===== src/logic/slave_port_map.svh =====
// register map, field positions, reset values and pin constants of the slave port
`ifndef SLAVE_PORT_MAP_SVH
`define SLAVE_PORT_MAP_SVH

// ====================================================================
// register byte offsets on the wishbone bus
`define SP_ADR_CTRL      8'h00
`define SP_ADR_DATA      8'h04
`define SP_ADR_GPIO_DIR  8'h08
`define SP_ADR_PIN_DIR   8'h0C
`define SP_ADR_EVT_STAT  8'h10
`define SP_ADR_EVT_MASK  8'h14

// ====================================================================
// slave_port_control fields
`define SP_CTRL_INFULL   7
`define SP_CTRL_OUTFULL  6
`define SP_CTRL_OVF      5
`define SP_CTRL_MODE     4

// ====================================================================
// event status / mask fields
`define SP_EVT_N         2
`define SP_EVT_PORT      0
`define SP_EVT_OVF       1

// ====================================================================
// widths and reset values
`define SP_PORT_W        8
`define SP_WB_W          32
`define SP_PIN_DIR_W     3
`define SP_PIN_DIR_IN    3'h7
`define SP_PIN_DIR_RST   3'h7
`define SP_GPIO_DIR_RST  8'hFF
`define SP_BYTE_ZERO     8'h00
`define SP_BYTE_ONES     8'hFF
`define SP_WORD_ZERO     32'h0000_0000
`define SP_EVT_ZERO      2'h0

`endif


===== src/logic/slave_port_pkg.sv =====
// state types of the parallel slave port and its helpers
`default_nettype none
`include "slave_port_map.svh"

package slave_port_pkg;

	// ================================================================
	// state of one strobe-pair access detector
	typedef struct packed {
		logic active;
		logic start;
		logic stop;
	} access_state_t;

	// ================================================================
	// state of the sticky event / mask / interrupt block
	typedef struct packed {
		logic [`SP_EVT_N-1:0] status;
		logic [`SP_EVT_N-1:0] mask;
		logic                 irq;
	} event_state_t;

	// ================================================================
	// state of the main port block
	typedef struct packed {
		logic                     mode;
		logic                     in_full;
		logic                     out_full;
		logic                     overflow;
		logic [`SP_PIN_DIR_W-1:0] pin_dir;
		logic [`SP_PORT_W-1:0]    in_word;
		logic [`SP_PORT_W-1:0]    shadow;
		logic [`SP_PORT_W-1:0]    out_word;
		logic [`SP_PORT_W-1:0]    gpio_dir;
		logic                     ack;
		logic [`SP_WB_W-1:0]      rdata;
		logic [`SP_PORT_W-1:0]    data_out;
		logic [`SP_PORT_W-1:0]    data_oe;
	} port_state_t;

endpackage : slave_port_pkg

`default_nettype wire


===== src/logic/access_detect.sv =====
// start / stop pulse detector for one chip-select and strobe pair
`default_nettype none
`include "slave_port_map.svh"

module access_detect (
	input  wire logic i_clk,
	input  wire logic i_sys_rst,
	input  wire logic i_enable,
	input  wire logic i_chip_select_n,
	input  wire logic i_strobe_n,
	output logic      o_active,
	output logic      o_start,
	output logic      o_stop
);

	slave_port_pkg::access_state_t s;
	slave_port_pkg::access_state_t next_s;
	logic                          seen;

	// ================================================================
	// access is live while both lines are low; either going high ends it
	always_comb begin
		seen = i_enable & ~i_chip_select_n & ~i_strobe_n;
		next_s = s;
		next_s.active = seen;
		next_s.start = seen & ~s.active;
		next_s.stop = ~seen & s.active; // mode drop also closes access
	end

	always_ff @(posedge i_clk or posedge i_sys_rst) begin
		if (i_sys_rst) begin
			s <= '0;
		end else begin
			s <= next_s;
		end
	end

	assign o_active = s.active;
	assign o_start = s.start;
	assign o_stop = s.stop;

endmodule // access_detect

`default_nettype wire


===== src/logic/port_events.sv =====
// sticky event flags with write-one-to-clear, mask and level interrupt
`default_nettype none
`include "slave_port_map.svh"

module port_events (
	input  wire logic                 i_clk,
	input  wire logic                 i_sys_rst,
	input  wire logic [`SP_EVT_N-1:0] i_set,
	input  wire logic                 i_clr_we,
	input  wire logic [`SP_EVT_N-1:0] i_clr,
	input  wire logic                 i_mask_we,
	input  wire logic [`SP_EVT_N-1:0] i_mask,
	output logic      [`SP_EVT_N-1:0] o_status,
	output logic      [`SP_EVT_N-1:0] o_mask,
	output logic                      o_irq
);

	slave_port_pkg::event_state_t s;
	slave_port_pkg::event_state_t next_s;

	// ================================================================
	// clear first, set after: an event in the clear cycle is kept
	always_comb begin
		next_s = s;
		if (i_clr_we) begin
			next_s.status = s.status & ~i_clr;
		end
		next_s.status = next_s.status | i_set;
		if (i_mask_we) begin
			next_s.mask = i_mask;
		end
		next_s.irq = |(next_s.status & next_s.mask);
	end

	always_ff @(posedge i_clk or posedge i_sys_rst) begin
		if (i_sys_rst) begin
			s <= '0;
		end else begin
			s <= next_s;
		end
	end

	assign o_status = s.status;
	assign o_mask = s.mask;
	assign o_irq = s.irq;

endmodule // port_events

`default_nettype wire


===== src/logic/host_slave_port.sv =====
// parallel slave port: external 8-bit host access to a data latch
// What this block does
// - the data port acts as slave port only while the mode select bit 4 is set.
// - in slave port mode the read strobe, write strobe and chip select are inputs.
// - with mode select cleared the data port is general purpose i/o.
// - the host reaches one 8-bit latch with strobes sampled by the device.
// - a write runs while select and write strobe are low and ends when one rises.
// - the end of a host write sets the port event flag and the input full flag.
// - the input full flag shows a received word not yet read by the cpu.
// - a host write onto an unread word sets the overflow flag until cleared.
// - a read starts when select and read strobe are low and drives the latch.
// - the output full flag shows a cpu word not yet read by the host.
// - a cpu write during a host read is driven at once and leaves output full clear.
// - when select or read strobe rises the pins return to input and the event sets.
// - control holds only its upper four bits; full flags read-only, all reset zero.
`default_nettype none
`include "slave_port_map.svh"

module host_slave_port #(
	parameter int ADR_W = 8
) (
	input  wire logic                  i_clk,
	input  wire logic                  i_sys_rst,
	// wishbone classic slave
	input  wire logic                  i_wb_cyc,
	input  wire logic                  i_wb_stb,
	input  wire logic                  i_wb_we,
	input  wire logic [ADR_W-1:0]      i_wb_adr,
	input  wire logic [3:0]            i_wb_sel,
	input  wire logic [`SP_WB_W-1:0]   i_wb_dat,
	output logic                       o_wb_ack,
	output logic      [`SP_WB_W-1:0]   o_wb_dat,
	// host side pins
	input  wire logic                  i_read_strobe_n,
	input  wire logic                  i_write_strobe_n,
	input  wire logic                  i_chip_select_n,
	input  wire logic [`SP_PORT_W-1:0] i_data_pin,
	output logic      [`SP_PORT_W-1:0] o_data_out,
	output logic      [`SP_PORT_W-1:0] o_data_oe,
	// interrupt
	output logic                       o_irq
);

	// ================================================================
	// elaboration check
	if (ADR_W < 8) begin : g_adr_check
		$error("host_slave_port: ADR_W must be at least 8");
	end

	slave_port_pkg::port_state_t s;
	slave_port_pkg::port_state_t next_s;

	logic                 port_on;
	logic                 wr_seen;
	logic                 rd_seen;
	logic                 wr_active;
	logic                 wr_start;
	logic                 wr_stop;
	logic                 rd_active;
	logic                 rd_start;
	logic                 rd_stop;
	logic                 bus_go;
	logic                 bus_wr;
	logic                 bus_rd;
	logic                 cpu_data_rd;
	logic                 cpu_data_wr;
	logic [`SP_EVT_N-1:0] evt_set;
	logic [`SP_EVT_N-1:0] evt_status;
	logic [`SP_EVT_N-1:0] evt_mask;
	logic                 evt_irq;

	// ================================================================
	// address decode, used for every register
	function automatic logic hit(input logic [ADR_W-1:0] adr,
			input logic [7:0] off);
		// upper address bits must be zero; a shift stays legal at ADR_W == 8
		hit = (adr[7:2] == off[7:2]) && ((adr >> 8) == '0);
	endfunction

	// ================================================================
	// control pins count as strobes only in mode with all three inputs
	assign port_on = s.mode & (s.pin_dir == `SP_PIN_DIR_IN);
	assign wr_seen = port_on & ~i_chip_select_n & ~i_write_strobe_n;
	assign rd_seen = port_on & ~i_chip_select_n & ~i_read_strobe_n;

	access_detect u_write_detect (
		.i_clk           (i_clk),
		.i_sys_rst       (i_sys_rst),
		.i_enable        (port_on),
		.i_chip_select_n (i_chip_select_n),
		.i_strobe_n      (i_write_strobe_n),
		.o_active        (wr_active),
		.o_start         (wr_start),
		.o_stop          (wr_stop)
	);

	access_detect u_read_detect (
		.i_clk           (i_clk),
		.i_sys_rst       (i_sys_rst),
		.i_enable        (port_on),
		.i_chip_select_n (i_chip_select_n),
		.i_strobe_n      (i_read_strobe_n),
		.o_active        (rd_active),
		.o_start         (rd_start),
		.o_stop          (rd_stop)
	);

	// ================================================================
	// bus strobes: one request is served once, ack in the next cycle
	assign bus_go = i_wb_cyc & i_wb_stb & ~s.ack;
	assign bus_wr = bus_go & i_wb_we & i_wb_sel[0];
	assign bus_rd = bus_go & ~i_wb_we;
	assign cpu_data_rd = bus_rd & hit(i_wb_adr, `SP_ADR_DATA);
	assign cpu_data_wr = bus_wr & hit(i_wb_adr, `SP_ADR_DATA);

	// ================================================================
	// events: any host access end, and an overflow
	always_comb begin
		evt_set = `SP_EVT_ZERO;
		evt_set[`SP_EVT_PORT] = wr_stop | rd_stop;
		evt_set[`SP_EVT_OVF] = wr_stop & s.in_full & ~cpu_data_rd;
	end

	port_events u_events (
		.i_clk     (i_clk),
		.i_sys_rst (i_sys_rst),
		.i_set     (evt_set),
		.i_clr_we  (bus_wr & hit(i_wb_adr, `SP_ADR_EVT_STAT)),
		.i_clr     (i_wb_dat[`SP_EVT_N-1:0]),
		.i_mask_we (bus_wr & hit(i_wb_adr, `SP_ADR_EVT_MASK)),
		.i_mask    (i_wb_dat[`SP_EVT_N-1:0]),
		.o_status  (evt_status),
		.o_mask    (evt_mask),
		.o_irq     (evt_irq)
	);

	// ================================================================
	// next state: software clears first, hardware sets win afterwards
	always_comb begin
		next_s = s;
		next_s.ack = bus_go;
		next_s.rdata = `SP_WORD_ZERO;

		// register reads; unmapped offsets answer zero
		if (bus_rd) begin
			if (hit(i_wb_adr, `SP_ADR_CTRL)) begin
				next_s.rdata[`SP_CTRL_INFULL] = s.in_full;
				next_s.rdata[`SP_CTRL_OUTFULL] = s.out_full;
				next_s.rdata[`SP_CTRL_OVF] = s.overflow;
				next_s.rdata[`SP_CTRL_MODE] = s.mode;
			end else if (hit(i_wb_adr, `SP_ADR_DATA)) begin
				// slave mode shows the received word, else the pins
				next_s.rdata[`SP_PORT_W-1:0] =
					s.mode ? s.in_word : i_data_pin;
			end else if (hit(i_wb_adr, `SP_ADR_GPIO_DIR)) begin
				next_s.rdata[`SP_PORT_W-1:0] = s.gpio_dir;
			end else if (hit(i_wb_adr, `SP_ADR_PIN_DIR)) begin
				next_s.rdata[`SP_PIN_DIR_W-1:0] = s.pin_dir;
			end else if (hit(i_wb_adr, `SP_ADR_EVT_STAT)) begin
				next_s.rdata[`SP_EVT_N-1:0] = evt_status;
			end else if (hit(i_wb_adr, `SP_ADR_EVT_MASK)) begin
				next_s.rdata[`SP_EVT_N-1:0] = evt_mask;
			end
		end

		// cpu read of the latch takes the waiting word
		if (s.mode && cpu_data_rd) begin
			next_s.in_full = 1'b0;
		end

		// register writes; full flags are not writable
		if (bus_wr && hit(i_wb_adr, `SP_ADR_CTRL)) begin
			next_s.overflow = i_wb_dat[`SP_CTRL_OVF];
			next_s.mode = i_wb_dat[`SP_CTRL_MODE];
		end
		if (bus_wr && hit(i_wb_adr, `SP_ADR_GPIO_DIR)) begin
			next_s.gpio_dir = i_wb_dat[`SP_PORT_W-1:0];
		end
		if (bus_wr && hit(i_wb_adr, `SP_ADR_PIN_DIR)) begin
			next_s.pin_dir = i_wb_dat[`SP_PIN_DIR_W-1:0];
		end

		// cpu write of the latch; during a host read no full flag
		if (cpu_data_wr) begin
			next_s.out_word = i_wb_dat[`SP_PORT_W-1:0];
			if (s.mode && !rd_active) begin
				next_s.out_full = 1'b1;
			end
		end

		// host write: follow the pins while the strobes are low
		if (wr_seen) begin
			next_s.shadow = i_data_pin;
		end
		if (wr_stop) begin
			next_s.in_word = s.shadow;
			next_s.in_full = 1'b1;
			if (s.in_full && !cpu_data_rd) begin
				next_s.overflow = 1'b1;
			end
		end

		// host read: the word counts as taken at its start
		if (rd_start) begin
			next_s.out_full = 1'b0;
		end

		// pins: host read drives the latch, gpio follows its direction
		next_s.data_out = next_s.out_word;
		if (port_on) begin
			next_s.data_oe = rd_seen ? `SP_BYTE_ONES
				: `SP_BYTE_ZERO;
		end else begin
			next_s.data_oe = ~next_s.gpio_dir;
		end
	end

	// ================================================================
	// state register
	always_ff @(posedge i_clk or posedge i_sys_rst) begin
		if (i_sys_rst) begin
			s <= '0;
			s.pin_dir <= `SP_PIN_DIR_RST;
			s.gpio_dir <= `SP_GPIO_DIR_RST;
		end else begin
			s <= next_s;
		end
	end

	// ================================================================
	// outputs straight from flip-flops
	assign o_wb_ack = s.ack;
	assign o_wb_dat = s.rdata;
	assign o_data_out = s.data_out;
	assign o_data_oe = s.data_oe;
	assign o_irq = evt_irq;

endmodule // host_slave_port

`default_nettype wire


===== config.mk =====
export PLATFORM = sky130hd
export DESIGN_NAME = host_slave_port
export DESIGN_NICKNAME = d
export VERILOG_FILES = /design/src/logic/slave_port_pkg.sv /design/src/logic/access_detect.sv /design/src/logic/port_events.sv /design/src/logic/host_slave_port.sv
export VERILOG_INCLUDE_DIRS = /design/src /design/src/logic
export SDC_FILE = /design/constraint.sdc
export NUM_CORES = 1
export LEC_CHECK = 0
export ABC_AREA = 1
export BUFFER_PORTS_ARGS = -buffer_cell sky130_fd_sc_hd__buf_2
export CAP_MARGIN = 20
export CELL_PAD_IN_SITES_DETAIL_PLACEMENT = 1
export CELL_PAD_IN_SITES_GLOBAL_PLACEMENT = 1
export CORE_ASPECT_RATIO = 1.2
export CORE_MARGIN = 2
export CORE_UTILIZATION = 37
export DETAILED_ROUTE_END_ITERATION = 12
export GPL_TIMING_DRIVEN = 1
export PLACE_DENSITY = 0.89
export SLEW_MARGIN = 20
export SYNTH_ARGS = -nofsm -noshare
export SYNTH_HDL_FRONTEND = slang
export SYNTH_SLANG_ARGS = --single-unit
export TNS_END_PERCENT = 10

===== constraint.sdc =====
create_clock -name i_clk -period 2.55 [get_ports i_clk]
set_input_delay 0.3825 -clock i_clk [delete_from_list [all_inputs] [get_ports i_clk]]
set_output_delay 0.3825 -clock i_clk [all_outputs]
set_load 0.02 [all_outputs]

==> impl_metrics.ini, run 1 <==
[status]
status = finished clean

[global_routing]
antenna_found_initial = 0
grt_pass1_vias = 2681
grt_max_degree = 41
gr-total-overflow = 0
grt_use_total = 0.170
grt_first_pass_wirelength_um = 12800

[place]
placed_area_um2 = 3400
portBuffers = 56
routabilityCongestion = 0.786
place_hpwl_um = 5660

[routing]
dr_total_vias = 2453
wl_per_cell_um = 14.1
dr.pass1.iters = 4
drc = 0
vias_per_cell = 4.54
drt_iter0_markers = 125
ant_nets = 0
wl_um = 7620

[die]
rows = 37
start_util = 0.381
die-width_um = 89.9
die_area_um2 = 9630
core_area_um2 = 8610
die_y_um = 107
ioPinCount = 110

[cts]
htreeDepth = 3
cts.sinks = 66
clock_path_buffers = 2
root_buffer = clkbuf_8
holdBufCountCts = 0
clk_latency_ns = 0.36
cts_resized = 0
clkTransAtPathRegs_ns = 0.08
cts_inserted_buffers = 9
post_cts_buffers = 0
cts_tree = yes

[power]
switching_power_mw = 0.517
pwr-share-seq = 0.498
power.leakage_nw = 1.96
internal-power_mw = 1.64
powerDensity_nw_per_um2 = 596
power.share.combinational = 0.073
peakVddDrop_mv = 0.242
switching_share = 0.240
clockPowerShare = 0.430

[critical_path]
cp_data_required_time_ns = 2.79
rrSetupSlack_ns = 0.85
cp.arrival_ns = 1.94
crit_chain = inv_2, nor2_2, nand3b_1, buf_4, nand2_1, nand2_1
cp_slowest_stage_delay_ns = 0.58
crit_top_cell = nand2_1
crit_type = reg -> reg
slowest_stage = dfrtp_1
reg2reg_from = s[87]$_DFFE_PP0N_
cp_max_fo = 13
endpoint_kind = register
rr_worst_depth = 6
r2r-end = s[72]$_DFFE_PP0P_
critPathLaunchType = register

[logic_synthesis]
ys_async_sr_fraction = 1.00
syn_area_um2 = 3280
synth_common_cells = nand2_1 (118), dfrtp_1 (55), buf_4 (48)
yosysMostFrequentCell = nand2_1
synth_seq_area_share = 0.508
ys_ff_latch = 66
synth_edf_count = 0
yosys.area.top_type = dfrtp_1
synth_area_per_cell_um2 = 8.58
synth-main-ff-cell = dfrtp_1
netlist.area_leader.share = 0.420
synth.distinct_cells = 27
yosysWarnings = 0
synthTopCellsByArea = dfrtp_1 (42%), nand2_1 (14%), buf_4 (11%)
synth_cells = 382

[sta]
post-route-min-period_ns = 1.70
finalHoldViolations = 0
tightest_slew_ns = 0.588
grt_setup_unrepaired = no
maxSlewViolCount = 0
max-slew-margin-rel = 0.607
setup-violations-final = 0
finClkSkew_ns = 0.0139
setup_tns_ns = 0
fmaxAchievable_mhz = 589
post-route-period-util = 0.666

[final_layout]
final_nets = 478
drive_above_1_share = 0.272
fillerInstances = 1087
stdcell_area_um2 = 3610
antennaDiodeCount = 0
syn_to_final_growth_pct = 10.2

[min_path]
hold_path.class = in -> async

[run]
maxCapViolCount = 0
## flip-flops by register name (all words and copies together) (netlist names)
| register | cells |
|---|---|
| u_read_detect.o_active | 1 |
| o_data_out | 8 |
| u_write_detect.o_stop | 1 |
| o_wb_ack | 1 |
| u_events.o_irq | 1 |
| u_read_detect.o_stop | 1 |
| u_read_detect.o_start | 1 |
| u_write_detect.o_active | 1 |
| o_wb_dat | 8 |
| u_events.o_status | 2 |
| u_events.o_mask | 2 |
| s | 31 |
| o_data_oe | 8 |
## placed cells by master (no fill, tap or decap), types with 10 or more instances in the layout
cell type	n
nand2_1	118
nand2_2	10
nor2_1	22
inv_1	32
conb_1	24
buf_2	56
dfstp_2	11
clkbuf_8	12
dfrtp_1	55
o21ai_0	16
nand3_1	25
## cell families after synthesis
kind of cell    share of synthesized area
mux                                0.0103
simple gates                        0.253
flops                               0.508
buf+inv                             0.168
compound gates                     0.0588
other cells                       0.00114
## metal layers
layer  GRT usage  wire (µm)  up-vias
met3      0.0485        274       15
li1            -          -     1179
met4      0.0725        169        0
met2       0.303       4050       51
met5           0          0        -
met1       0.192       3130     1208
## how the worst max path moves through the flow
| stage | startpoint | to | cells past startpoint |
|---|---|---|---|
| after floorplan | i_sys_rst | o_data_oe[0]$_DFF_PP0_ | 1 |
| after global placement | i_wb_adr[5] | o_wb_dat[3]$_DFF_PP0_ | 7 |
| after detailed placement | i_wb_adr[2] | o_wb_dat[3]$_DFF_PP0_ | 8 |
| after CTS | s[87]$_DFFE_PP0N_ | s[69]$_DFFE_PP0P_ | 6 |
| after global routing | s[87]$_DFFE_PP0N_ | s[70]$_DFFE_PP0P_ | 6 |
| final | s[87]$_DFFE_PP0N_ | s[72]$_DFFE_PP0P_ | 6 |
## worst max-delay path, delay by kind of cell (launching register included)
family                 cells  cell delay (ns)
buffers and inverters      2             0.43
and+or+nand+nor            4             0.59
DFF                        1             0.58
## stage by stage
step | hold slack, ns | setup slack [ns] | utilization | power, mW | std cells
after floorplan | 0.378 | 0.531 | - | 1.22 | 405
after global placement | 0.385 | 0.768 | 0.395 | 1.24 | 524
after detailed placement | 0.399 | 0.634 | 0.395 | 1.25 | 524
after CTS | 0.0836 | 0.809 | 0.419 | 2.18 | 540
after global routing | 0.116 | 0.632 | 0.419 | 2.24 | 540
final | 0.0797 | 0.853 | 0.419 | 2.15 | 540
## layout make-up
class	count	area, µm²	area share
clock buffer	14	173	0.0478
clock inverter	2	35.0	0.00970
inverter	35	136	0.0378
multi-input combinational	248	1150	0.318
sequential	66	1670	0.461
tap	117	146	0.0405
timing repair buffer	58	308	0.0852
## power by group through the flow
stage	combinational [mW]	sequential [mW]	clock, mW
floorplan	0.134	1.09	0
finish	0.156	1.07	0.925
global route	0.175	1.07	0.994
detailed placement	0.158	1.09	0
CTS	0.159	1.07	0.952
global placement	0.154	1.09	0
No activity file was read; power rests on OpenSTA's default activity.
==> run 2, diff against run 1 <==
clock period = 1.6 ns   (was 2.55 ns; I/O delays follow)
==> impl_metrics.ini, run 2 (synthesis gave the netlist of run 1 again) <==
[cts]
clkTransAtPathRegs_ns = 0.07
clock_path_buffers = 2
clk_latency_ns = 0.36
root_buffer = clkbuf_8
cts.sinks = 66
cts_tree = yes
cts_inserted_buffers = 9
htreeDepth = 3

[global_routing]
grt_use_total = 0.173
gr-total-overflow = 0
grt_first_pass_wirelength_um = 13000
antenna_found_initial = 0
grt_pass1_vias = 2767
grt_max_degree = 67

[routing]
dr.pass1.iters = 4
vias_per_cell = 4.59
drt_iter0_markers = 133
wl_per_cell_um = 14.3
wl_um = 7880
drc = 0
dr_total_vias = 2522
ant_nets = 0

[critical_path]
cp_data_required_time_ns = 1.84
r2r-end = s[72]$_DFFE_PP0P_
critPathLaunchType = register
cp.arrival_ns = 1.71
crit_path_start = s[83]$_DFFE_PP1P_
cp_max_fo = 11
endpoint = s[72]$_DFFE_PP0P_
reg2reg_from = s[83]$_DFFE_PP1P_
rrSetupSlack_ns = 0.14
crit_type = reg -> reg
rr_worst_depth = 6
endpoint_kind = register

[die]
die_y_um = 107
die_area_um2 = 9630
rows = 37
die-width_um = 89.9
ioPinCount = 110
core_area_um2 = 8610
start_util = 0.381

[sta]
setup_tns_ns = 0
post-route-period-util = 0.914
post-route-min-period_ns = 1.46
fmaxAchievable_mhz = 684
grt_setup_unrepaired = no
setup-violations-final = 0
finalHoldViolations = 0
maxSlewViolCount = 0
finClkSkew_ns = 0.00932

[power]
switching_power_mw = 0.844
internal-power_mw = 2.68
pwr-share-seq = 0.483
peakVddDrop_mv = 0.308
clockPowerShare = 0.442
power.share.combinational = 0.075
powerDensity_nw_per_um2 = 947
switching_share = 0.239
power.leakage_nw = 2.01

[place]
dp_cells = 531
place_hpwl_um = 5690
portBuffers = 56
routabilityCongestion = 0.805

[min_path]
hold_path.class = in -> reg
worstHoldPathCells = 3

[final_layout]
final_common_cell = nand2_1
final_cell_mix = nand2_1 (118), buf_2 (56), dfrtp_1 (55)
fillerInstances = 1086
antennaDiodeCount = 0
largest_reg_flops = 31
final_cells = 550
syn_to_final_growth_pct = 13.6
final_nets = 488
largest-register = s
drive_above_1_share = 0.291

[status]
status = finished clean

[run]
maxCapViolCount = 0
## run 2: what timing repair did
item                                    in CTS  in global routing
gates resized for setup                      0                  2
endpoints found under the setup margin       0                  5
hold buffers                                 1                  0
hold endpoints to repair                    55                  0
buffers inserted                             0                  2
## run 2: worst max-delay path, cell delays in order (launching register included)
cell	delay, ns
dfstp_2	0.56
nand3_1	0.10
nor2_2	0.20
nand3b_1	0.14
buf_4	0.20
nand2_1	0.08
nand2_1	0.06
## run 2: metrics by stage
| step | hold WS [ns] | total power, mW | instance area (µm²) | setup WS, ns | util |
|---|---|---|---|---|---|
| floorplan | 0.338 | 1.95 | 3370 | 0.298 | - |
| global placement | 0.354 | 1.98 | 3460 | 0.161 | 0.402 |
| detailed placement | 0.367 | 1.99 | 3460 | 0.114 | 0.402 |
| CTS | 0.0938 | 3.56 | 3690 | 0.0923 | 0.428 |
| global route | 0.119 | 3.64 | 3720 | 0.0203 | 0.432 |
| finish | 0.106 | 3.53 | 3720 | 0.138 | 0.432 |
## run 2: routing by layer
layer	wire, µm	vias up	global-route usage
met5	0	-	0
met4	194	0	0.0890
met2	4160	58	0.317
met3	291	12	0.0358
met1	3240	1254	0.190
li1	-	1198	-
## run 2: final cells by class
class	instances	area, µm²	area share
inverter	35	140	0.0376
tap	117	146	0.0393
timing repair buffer	68	398	0.107
clock buffer	11	141	0.0380
clock inverter	5	77.6	0.0208
sequential	66	1670	0.447
multi-input combinational	248	1150	0.310
## run 2: worst min path at each step
stage,start,end
4_1_cts,i_data_pin[0],s[65]$_DFFE_PP0P_
5_1_grt,i_wb_dat[2],s[51]$_DFF_PP1_
2_1_floorplan,i_wb_dat[0],s[49]$_DFF_PP1_
3_5_place_dp,i_sys_rst,s[74]$_DFFE_PP0P_
6_report,i_data_pin[0],s[65]$_DFFE_PP0P_
3_3_place_gp,i_sys_rst,o_wb_dat[7]$_DFF_PP0_
## run 2: power by group through the flow
stage / clock network [mW] / logic [mW] / registers [mW]
final: 1.56 / 0.263 / 1.70
after floorplan: 0 / 0.214 / 1.74
after detailed placement: 0 / 0.257 / 1.74
after global placement: 0 / 0.250 / 1.73
after CTS: 1.60 / 0.261 / 1.70
after global routing: 1.64 / 0.291 / 1.71
==> run 3, diff against run 2 <==
==> constraint.sdc (replaced) <==
create_clock -name i_clk -period 1.6 [get_ports i_clk]
set_input_delay 0.16 -clock i_clk [delete_from_list [all_inputs] [get_ports i_clk]]
set_output_delay 0.16 -clock i_clk [all_outputs]
set_load 0.02 [all_outputs]
==> impl_metrics.ini, run 3 (synthesis gave the netlist of run 1 again) <==
[final_layout]
syn_to_final_growth_pct = 11.9
final_common_cell = nand2_1
stdcell_area_um2 = 3670
antennaDiodeCount = 0
final_cell_mix = nand2_1 (118), buf_2 (56), dfrtp_1 (55)
largest-register = s
drive_above_1_share = 0.285
largest_reg_flops = 31
final_nets = 486

[critical_path]
slowest_stage = dfrtp_1
crit_chain = inv_1, nand3_2, nor2_4, nand2_4, clkinv_4, nand2_2, nand3_1, nand2_1
cp_data_required_time_ns = 1.84
worst-path-stages = 8
cp_max_fo = 11
crit_type = reg -> reg
path_delay_family = simple AND/OR/NAND/NOR gates
cp_slowest_stage_delay_ns = 0.38
rr_worst_depth = 8
endpoint_kind = register
cp.arrival_ns = 1.73
path_buf_inv = 2
critPathLaunchType = register

[routing]
vias_per_cell = 4.52
dr_total_vias = 2478
dr.pass1.iters = 4
drc = 0
wl_um = 7500
drt_iter0_markers = 98
wl_per_cell_um = 13.7
ant_nets = 0

[sta]
max-slew-margin-rel = 0.644
finClkSkew_ns = 0.00659
grt_setup_unrepaired = yes
post-route-min-period_ns = 1.48
fmaxAchievable_mhz = 674
setup-violations-final = 0
tightest_slew_ns = 0.534
post-route-period-util = 0.928
finalHoldViolations = 0
maxSlewViolCount = 0
worst_hold_slack_ns = 0.0308

[place]
placed_area_um2 = 3460
routabilityCongestion = 0.839
place_hpwl_um = 5550
portBuffers = 56

[cts]
cts.sinks = 66
htreeDepth = 3
root_buffer = clkbuf_8
cts_inserted_buffers = 9
cts_tree = yes
clock_path_buffers = 2
clk_latency_ns = 0.36
clkTransAtPathRegs_ns = 0.07

[global_routing]
grt_use_total = 0.170
antenna_found_initial = 0
grt_max_degree = 67
grt_first_pass_wirelength_um = 12700
gr-total-overflow = 0
grt_pass1_vias = 2734

[power]
power.leakage_nw = 1.98
powerDensity_nw_per_um2 = 909
peakVddDrop_mv = 0.336

[min_path]
worstHoldPathCells = 3
hold_path.class = in -> reg

[die]
die_area_um2 = 9630
die_y_um = 107
die-width_um = 89.9
ioPinCount = 110
rows = 37
core_area_um2 = 8610
start_util = 0.381

[status]
status = finished clean

[run]
maxCapViolCount = 0
## run 3: layout make-up
cell class                      instances  area [µm²]
Clock buffer                           15         186
Clock inverter                          1        7.51
Fill cell                            1095        4940
Inverter                               35         140
Multi-Input combinational cell        248        1150
Sequential cell                        66        1670
Tap cell                              117         146
Timing Repair Buffer                   66         370
## run 3: worst register-to-register path, stage by stage, from the launching register on
cell and delay, ns:
dfrtp_1 0.38, inv_1 0.06, nand3_2 0.10, nor2_4 0.33
nand2_4 0.17, clkinv_4 0.13, nand2_2 0.07, nand3_1 0.08
nand2_1 0.06
## run 3: path summary, 6_finish.rpt
| check | from | endpoint | slack, ns |
|---|---|---|---|
| worst max-delay path | o_wb_ack$_DFF_PP0_ | o_data_oe[2]$_DFF_PP0_ | 0.12 |
| worst min-delay path | i_data_pin[7] | s[72]$_DFFE_PP0P_ | 0.03 |
| worst max register to register | o_wb_ack$_DFF_PP0_ | o_data_oe[2]$_DFF_PP0_ | 0.12 |
| worst min register to register | u_read_detect.o_start$_DFF_PP0_ | s[85]$_DFFE_PP0P_ | 0.42 |
| max in group asynchronous | i_sys_rst | s[53]$_DFF_PP1_ | 0.81 |
| min in group asynchronous | i_sys_rst | o_wb_dat[2]$_DFF_PP0_ | 0.43 |
## run 3: repair_timing
action / CTS / global route
endpoints found under the setup margin: 0 / 7
endpoints found under the hold margin: 55 / 0
resized for setup: 0 / 2
hold buffers: 1 / 0
buffers inserted: 0 / 0
## run 3: power by group
part / leakage, nW / internal (mW) / total (mW) / switching (mW)
combinational: 1.06 / 0.0700 / 0.256 / 0.186
clock: 0.0960 / 0.734 / 1.37 / 0.638
sequential: 0.829 / 1.69 / 1.71 / 0.0105
## run 3: layer usage
layer | wire length [µm] | track usage | vias up
met3 | 355 | 0.0372 | 17
met1 | 3070 | 0.189 | 1201
li1 | - | - | 1198
met5 | 0 | 0 | -
met4 | 254 | 0.109 | 0
met2 | 3830 | 0.294 | 62
## run 3: metrics by stage
step | power [mW] | util | instances | setup TNS (ns) | setup WS [ns]
2_1_floorplan | 1.95 | - | 405 | 0 | 0.298
3_3_place_gp | 1.99 | 0.402 | 531 | 0 | 0.164
3_5_place_dp | 1.99 | 0.402 | 531 | 0 | 0.112
4_1_cts | 3.36 | 0.425 | 548 | 0 | 0.0865
5_1_grt | 3.44 | 0.426 | 548 | -0.000454 | -0.000454
6_report | 3.33 | 0.426 | 548 | 0 | 0.116
